<file path="src/drive_ctl_pkg.sv">
// What this block does
// - With the input bias enable bit set, the block asks for 0.9 V common-mode drive on the input trigger pin.
// - The input bias enable bit reads 0 for no common-mode drive and 1 for drive, and resets to 0.
// - In resonant mode the first drive time after reset or a write in that mode is setting times 0.1 ms plus 0.5 ms.
// - In resonant mode that drive time is only a seed and is adjusted while running.
// - In rotating-mass mode the setting sets the back-EMF sampling period.
// - In rotating-mass mode the drive time is setting times 0.2 ms plus 1 ms.
package drive_ctl_pkg;
   localparam logic [7:0] ctl_one_addr = 8'h1B;
   localparam int kick_bit = 7;
   localparam int rsvd_bit = 6;
   localparam int bias_bit = 5;
   localparam logic [7:0] ctl_one_reset = 8'h93;
   localparam int clk_mhz = 50;
   // times in microseconds
   localparam int lra_step_us = 100;
   localparam int lra_base_us = 500;
   localparam int erm_step_us = 200;
   localparam int erm_base_us = 1000;
   localparam int lra_step_cyc = lra_step_us * clk_mhz;
   localparam int lra_base_cyc = lra_base_us * clk_mhz;
   localparam int erm_step_cyc = erm_step_us * clk_mhz;
   localparam int erm_base_cyc = erm_base_us * clk_mhz;
   localparam int bias_mv = 900;
endpackage

</file>
<file path="src/drive_control_one.sv">
`timescale 1ns/1ps
module drive_control_one
   import drive_ctl_pkg::*;
#(
   parameter int cnt_w = 20
) (
   // clock
   input wire logic ref_clk,
   input wire logic resetn,
   input wire logic clk_en,
   // register port
   input wire logic [7:0] reg_addr,
   input wire logic reg_wr,
   input wire logic [7:0] reg_wdata,
   output logic [7:0] reg_rdata,
   // actuator side
   input wire logic linear_resonant_actuator,
   input wire logic [cnt_w-1:0] period_trim,
   input wire logic trim_valid,
   output logic turn_on_kick,
   output logic input_bias_enable,
   output logic [cnt_w-1:0] drive_time_cyc,
   output logic bemf_sample
);
   // ----------------------------------------
   // parameter check
   // ----------------------------------------
   // the longest rotating-mass seed needs 19 bits; above 31 the int products overflow
   if (cnt_w < 19 || cnt_w > 31) begin : g_bad_width
      $error("cnt_w out of range");
   end

   typedef struct packed {
      logic kick;
      logic bias;
      logic [4:0] dtime;
      logic [cnt_w-1:0] drive;
      logic seeded;
      logic [7:0] rdata;
   } st_t;
   st_t s_q, s_d;
   logic [cnt_w-1:0] seed;
   logic sel_hit;
   logic tick;
   // ----------------------------------------
   // drive time seed
   // ----------------------------------------
   always_comb begin
      if (linear_resonant_actuator) begin
         seed = cnt_w'(s_q.dtime * lra_step_cyc + lra_base_cyc);
      end else begin
         seed = cnt_w'(s_q.dtime * erm_step_cyc + erm_base_cyc);
      end
   end
   assign sel_hit = reg_wr && reg_addr == ctl_one_addr;
   // ----------------------------------------
   // register and state
   // ----------------------------------------
   always_comb begin
      s_d = s_q;
      if (sel_hit) begin
         s_d.kick = reg_wdata[kick_bit];
         s_d.bias = reg_wdata[bias_bit];
         s_d.dtime = reg_wdata[4:0];
      end
      // the first enabled edge after reset loads the seed in either mode
      if (sel_hit || !linear_resonant_actuator || !s_q.seeded) begin
         s_d.drive = seed;
         s_d.seeded = 1'b1;
      end else if (trim_valid) begin
         s_d.drive = period_trim;
      end
      if (sel_hit) begin
         s_d.drive = linear_resonant_actuator ? cnt_w'(reg_wdata[4:0] * lra_step_cyc
            + lra_base_cyc) : cnt_w'(reg_wdata[4:0] * erm_step_cyc + erm_base_cyc);
      end
      s_d.rdata = '0;
      if (reg_addr == ctl_one_addr) begin
         s_d.rdata = {s_d.kick, 1'b0, s_d.bias, s_d.dtime};
      end
   end
   always_ff @(posedge ref_clk) begin
      if (!resetn) begin
         s_q.kick <= ctl_one_reset[kick_bit];
         s_q.bias <= ctl_one_reset[bias_bit];
         s_q.dtime <= ctl_one_reset[4:0];
         s_q.drive <= '0;
         s_q.seeded <= 1'b0;
         s_q.rdata <= '0;
      end else if (clk_en) begin
         s_q <= s_d;
      end
   end
   // ----------------------------------------
   // back-EMF sample timer
   // ----------------------------------------
   drive_timer #(.cnt_w(cnt_w)) u_tmr (
      .ref_clk(ref_clk),
      .resetn(resetn),
      .clk_en(clk_en),
      .period_cyc(s_q.drive),
      .tick(tick)
   );
   assign bemf_sample = tick && !linear_resonant_actuator;
   assign turn_on_kick = s_q.kick;
   assign input_bias_enable = s_q.bias;
   assign drive_time_cyc = s_q.drive;
   assign reg_rdata = s_q.rdata;
endmodule

</file>
<file path="src/drive_timer.sv">
`timescale 1ns/1ps
// period timer: pulses tick once per period of period_cyc cycles
module drive_timer
   import drive_ctl_pkg::*;
#(
   parameter int cnt_w = 20
) (
   input wire logic ref_clk,
   input wire logic resetn,
   input wire logic clk_en,
   input wire logic [cnt_w-1:0] period_cyc,
   output logic tick
);
   typedef struct packed {
      logic [cnt_w-1:0] cnt;
      logic tick;
   } tmr_t;
   tmr_t s_q, s_d;
   always_comb begin
      s_d = s_q;
      s_d.tick = 1'b0;
      if (s_q.cnt + 1'b1 >= period_cyc) begin
         s_d.cnt = '0;
         s_d.tick = 1'b1;
      end else begin
         s_d.cnt = cnt_w'(s_q.cnt + 1'b1);
      end
   end
   always_ff @(posedge ref_clk) begin
      if (!resetn) begin
         s_q <= '0;
      end else if (clk_en) begin
         s_q <= s_d;
      end
   end
   assign tick = s_q.tick;
endmodule

</file>
<file path="config.mk">
export PLATFORM = sky130hd
export DESIGN_NAME = drive_control_one
export DESIGN_NICKNAME = d
export VERILOG_FILES = /design/src/drive_ctl_pkg.sv /design/src/drive_control_one.sv /design/src/drive_timer.sv
export SDC_FILE = /design/constraint.sdc
export NUM_CORES = 1
export LEC_CHECK = 0
export CAP_MARGIN = 15
export CORE_MARGIN = 1
export CORE_UTILIZATION = 35
export DETAILED_ROUTE_END_ITERATION = 8
export DONT_BUFFER_PORTS = 1
export MAX_ROUTING_LAYER = met4
export SYNTH_ARGS = -nofsm -noshare
export SYNTH_HDL_FRONTEND = slang
export SYNTH_HIERARCHICAL = 1
export SYNTH_SLANG_ARGS = --single-unit
</file>
<file path="constraint.sdc">
create_clock -name ref_clk -period 6.5 [get_ports ref_clk]
set_input_delay 0.325 -clock ref_clk [delete_from_list [all_inputs] [get_ports ref_clk]]
set_output_delay 0.325 -clock ref_clk [all_outputs]
set_load 0.01 [all_outputs]
</file>
Word-level counts from Yosys, hierarchy flattened
Cells that the tools add are included.

storage, ports and cells
  bits in registers = 57
  latch bits = 0
  RAM bits = 0
  memory bits (read-only) = 0
  bits of input ports = 42
  output and inout port bits = 31
  word-level logic and storage cells = 37
  memories = 0

cells by class
  $add $sub $neg = 5
  multiply operators = 4
  div/mod/pow operators = 0
  magnitude comparators = 1
  equality and inequality tests = 1
  shift operators = 0
  mux-type cells = 9
  bitwise gates (word level) = 0
  reduce and logical (&&, ||, !) cells = 9

operators with widths
  operator                count
  $mux 20                 6
  $mul 5x10->15 const B   4
  $add 19x16->20 const B  2
  $add 18x15->19 const B  2
  $add 20x1->20 const B   1
  $ge 20x20->1            1
  $eq 8x5->1 const B      1
  $mux 8                  1
  $mux 7                  1
  $reduce_and 2->1        2
  $reduce_bool 3->1       1
  $logic_and 1x1->1       2
  $logic_not 1->1         2
  $logic_or 1x1->1        2
  $mux 1                  1

Depth between registers and ports, before layout
  word-level depth = 6
  depth in mapped cells = 15
  gate-level depth less buffers = 14

Modules after synthesis
The synthesis kept the hierarchy.

by module, submodules not included
  module             times used  cells an instance  area each (um^2)  seq. area each (um^2)
  drive_control_one  1           499                4,111.4           700.7
  drive_timer        1           234                1,848.0           420.4

Least setup slack after synthesis
No wires, ideal clock.

  path kind = register -> register
  from = register s_q[32] (netlist bit)
  to = register s_q (netlist bit drive_time_cyc[16])
  library setup time = 0.079 ns
  arrival time = 3.923 ns
  required time = 6.421 ns
  slack = 2.498 ns
  stages on the path, launching flop included = 15
  buffers on the path = 0
  period minus slack after synthesis = 4.002 ns
  cell sequence = dfxtp_1 > inv_1 > fa_1 > inv_1 > ha_1 > fa_1 > ha_1 > a21o_1 > a31o_1 > or3_4 > a221oi_2 > nor3_2 > xnor2_1 > a221o_1 > a211oi_2

on the way
  longest elaborated chain between the ends = 5
  elaborated cells between the ends (all ways) = 7
  classes of those cells = add/sub: 2; mul: 2; mux: 3

RTL lines
  element                                           RTL line                                          source
  start, declared                                   drive_control_one.sv:41                           st_t s_q, s_d;
  $mul 5x10->15                                     drive_control_one.sv:50, drive_control_one.sv:52
  $add 19x16->20 or $add 18x15->19 (tied branches)  drive_control_one.sv:52, drive_control_one.sv:50
  $mux 20 (*)                                       drive_control_one.sv:49                           if (linear_resonant_actuator) begin
  $mux 20 (*)                                       drive_control_one.sv:67                           if (sel_hit || !linear_resonant_actuator || !s_q.seeded) begin
  $mux 20 (*)                                       drive_control_one.sv:73                           if (sel_hit) begin

Mark *: on every way between the ends. The rest lies on a longest branch, timed or not.
A chain may end at the register's enable or synchronous reset.

Worst setup path in the final report
Same ends and word-level chain as after synthesis.

==> summary.txt <==
Layout
  – Fin area: between 6000 and 7000 um^2
  – Fillers: approximately 1.7k
  – Layout Utilization: 36.4%
  – Area of the multi-input gates: 4240 um^2
  – Fin nets: between 800 and 900
  – Register area: 1120 um^2
  – Fraction of layout cells with a size suffix above 1: ~6.7%
  – P&R area growth vs syn: 1.20%

Synth
  – Prevailing post-synth register cell: dfxtp_1
  – Post-Syn Nets: between 800 and 900
  – Syn Inst Count: between 700 and 800
  – YS warnings: 6
  – Post-synthesis sequential area ratio: around a fifth
  – Post-Syn Area: between 5000 and 6000 um^2
  – Async set-reset flop share out of synthesis: 0%
  – Number of synthesized flops with an enable pin: 0
  – Avg Cell Area, Syn: 8.13 um^2
  – Synth Register Bits: 56
  – Yosys cell types: 90

Placed design
  – Placed inst area: 5870 um^2
  – Routability congestion estimate from global placement: approximately 0.85
  – IO buf count: 0
  – Dpl hpwl: approximately 12,000 um

Clock network
  – Htree depth: 2
  – TritonCTS Buffers: 5
  – Root Driver: clkbuf_16
  – Longest Clk Path Bufs: 2
  – CTS hold repair buffers: 0
  – Worst skew pair latency: 0.29 ns
  – CTS tree: built
  – Clock Sinks: between 50 and 60
  – Worst-path clk slew: around 0.070 ns
  – Postcts setup bufs: 0
  – Post_cts resized: 0

Timing
  – FMAX: 226 MHz
  – Worst-Margin Slew: ~0.91 ns
  – Final cycle utilization of the critical path: 67.9%
  – Worst Skew: 0.00705 ns
  – Period minus WS final: between 4 and 5 ns
  – Final Hold Fails: 0
  – RSZ-0062 raised after global routing: no
  – Setup violators final: 0
  – Final Max Slew Viols: 0
  – Hold_ws: ~0.14 ns
  – Relative slew slack: 37.5%
  – Setup Total Neg Slack: 0 ns

Route
  – Iter 0 DRT Violations: approximately 370
  – DR vias: slightly below 5k
  – Router iterations before antenna repair: 5
  – WL final: between 15,000 and 20,000 um
  – DRC: 0
  – Antenna viol nets, final: 0
  – Via/cell ratio: approximately 5.4
  – Average wire per standard cell: 16.9 um

Critical path
  – Slowest cell on the critical path: dfxtp_1
  – Critical path cell sequence: inv_1 > fa_1 > inv_1 > ha_1 > fa_1 > ha_1 > a21o_1 > a31o_1 > or3_4 > a221oi_2 > nor3_2 > xnor2_1 > a221o_1 > a211oi_2
  – RR Startpoint: s_q[32]
  – Critical Path Sink Type: flop
  – WP buf/inv: 2
  – Reg2Reg Depth: 14
  – Crit path launch type: flop
  – Register-to-register setup slack: around 2.1 ns
  – Crit Path Max Fanout: 10
  – Reg2reg end: drive_time_cyc[16]
  – Worst Path Arrival: 4.64 ns
  – CP max stage delay: 0.64 ns
  – CP delay by family, top: adder cells
  – Critical path class: reg -> reg
  – Required @ worst endpoint: between 6 and 7 ns

Pwr
  – Overall power: about 0.95 mW
  – Leak: approximately 2.4 nW
  – Max IR drop VDD: around 0.00011 V
  – Cell Pwr Density: about 160 nW/um^2

Min path
  – WHS Endpoint: turn_on_kick
  – HP Start: resetn
  – Worst hold path type: in -> reg
  – Depth of the worst hold-timing path: 1

Die
  – Die Span X: roughly 130 um
  – Ports: 73
  – Core Rows: between 40 and 50
  – Die H: approximately 130 um
  – Die Area: approximately 18,000 um^2
  – Initial Util: between 30% and 40%
  – CORE AREA: between 15,000 and 20,000 um^2

GRT
  – First-pass GRT wire length: between 20,000 and 30,000 um
  – Pin count of the biggest net entering global routing: 53
  – Antenna violations before repair: 2
  – Number of global-route vias before repair: roughly 4.7k
  – Gr ovfl total: 0
  – All-Layer GR Usage: 18.4%

Run status
  – Outcome: finished, final reports clean

Run
  – # Max-Cap Violations: 0
-- layout by cell type, fill, tap and decap left out, types with 11 or more instances in the layout --
cell      Yosys  final
nor3_1       12     12
a211oi_1     12     12
o21ai_0      23     22
o211ai_1     11     11
dfxtp_1      56     56
nand4_1      16     16
a21oi_1      37     37
inv_1        56     56
ha_1         71     71
mux2i_1      11     11
nand3_1      28     28
and2_1       14     14
nand2_1      71     71
nor2_1       42     42
xnor2_1      26     26
xor2_1       18     18
-- where the power goes --
group	internal (mW)	total, mW	switching [mW]
registers	0.353	0.367	0.0148
clock network	0.178	0.307	0.128
logic	0.121	0.274	0.153
-- cells by family (layout without fill, tap and decap cells) --
logic type | after synthesis | after routing | synth area share, %
mux | 17 | 17 | 3.74
fa+ha+maj | 79 | 79 | 17.6
other cells | 1 | 3 | 0.0629
compound gates | 171 | 171 | 20.5
simple gates | 247 | 247 | 22.0
buf+inv | 115 | 65 | 10.0
flops | 56 | 56 | 18.8
xor+xnor | 47 | 47 | 7.29
-- worst register-to-register path, cell delays in order (launching register included) --
cell      delay [ns]
dfxtp_1         0.64
inv_1           0.21
fa_1            0.55
inv_1           0.04
ha_1            0.20
fa_1            0.44
ha_1            0.38
a21o_1          0.22
a31o_1          0.21
or3_4           0.39
a221oi_2        0.31
nor3_2          0.07
xnor2_1         0.17
a221o_1         0.39
a211oi_2        0.13
-- routing by layer --
metal	part of all wire, %	wire, um	up-vias	global-route usage, %
met4	0.59	91	0	3.19
met5	0	0	-	-
li1	-	-	2500	-
met3	8.4	1280	4	5.48
met2	44	6790	112	29.2
met1	47	7160	2280	23.2
-- synth_stat cells, types with 4 or more instances --
| library cell | number | share of area (%) |
|---|---|---|
| ha_1 | 71 | 15 |
| nand2_1 | 71 | 4.5 |
| dfxtp_1 | 56 | 19 |
| inv_1 | 56 | 3.5 |
| nor2_1 | 42 | 2.6 |
| a21oi_1 | 37 | 3.1 |
| buf_4 | 28 | 3.5 |
| nand3_1 | 28 | 2.4 |
| xnor2_1 | 26 | 3.8 |
| o21ai_0 | 23 | 1.9 |
| clkbuf_1 | 19 | 1.2 |
| xor2_1 | 18 | 2.6 |
| nand4_1 | 16 | 1.7 |
| and2_1 | 14 | 1.5 |
| a211oi_1 | 12 | 1.5 |
| nor3_1 | 12 | 1.0 |
| mux2i_1 | 11 | 1.8 |
| o211ai_1 | 11 | 1.4 |
| a21boi_0 | 10 | 1.3 |
| or3_1 | 9 | 0.94 |
| fa_1 | 8 | 2.7 |
| nand2b_1 | 8 | 0.84 |
| o22ai_1 | 8 | 0.84 |
| a31oi_1 | 7 | 0.73 |
| nor3b_1 | 6 | 0.76 |
| nor4_1 | 5 | 0.52 |
| o21a_1 | 5 | 0.63 |
| o31ai_1 | 5 | 0.63 |
| a21o_1 | 4 | 0.50 |
| a31o_2 | 4 | 0.59 |
| clkbuf_8 | 4 | 0.92 |
| mux4_2 | 4 | 1.5 |
| nor2b_1 | 4 | 0.42 |
| o2111ai_1 | 4 | 0.59 |
| o21bai_1 | 4 | 0.50 |
| o2bb2a_1 | 4 | 0.67 |
| or2_1 | 4 | 0.42 |
-- through the flow --
stage	worst slack (ns)	std cells
2_1_floorplan	2.50	733
4_1_cts	2.10	903
5_1_grt	1.92	905
3_3_place_gp	2.18	897
3_5_place_dp	2.16	897
6_report	2.08	905
-- state kept, by name (all words and copies together) (netlist names) --
signal             cells
u_tmr/tick             1
s_q                    6
reg_rdata              7
turn_on_kick           1
drive_time_cyc        20
u_tmr/s_q             20
input_bias_enable      1
-- worst max-delay path by stage --
stage | startpoint | endpoint | slack [ns] | cells past startpoint
after floorplan | s_q[32] | drive_time_cyc[16] | 2.50 | 14
after detailed placement | s_q[32] | drive_time_cyc[16] | 2.16 | 14
after global routing | s_q[32] | drive_time_cyc[16] | 1.92 | 14
after global placement | s_q[32] | drive_time_cyc[16] | 2.18 | 14
final | s_q[32] | drive_time_cyc[16] | 2.08 | 14
after CTS | s_q[32] | drive_time_cyc[16] | 2.10 | 14
-- final cells by class --
class	count	area share (%)
multi-input cells	562	70.3
flip-flops and latches	56	18.6
well taps	220	4.56
inverters	56	3.49
clock buffers	5	2.07
clock inverters	1	0.498
repair buffers	3	0.373
diodes	2	0.0830
(Power assumes the default switching activity.)
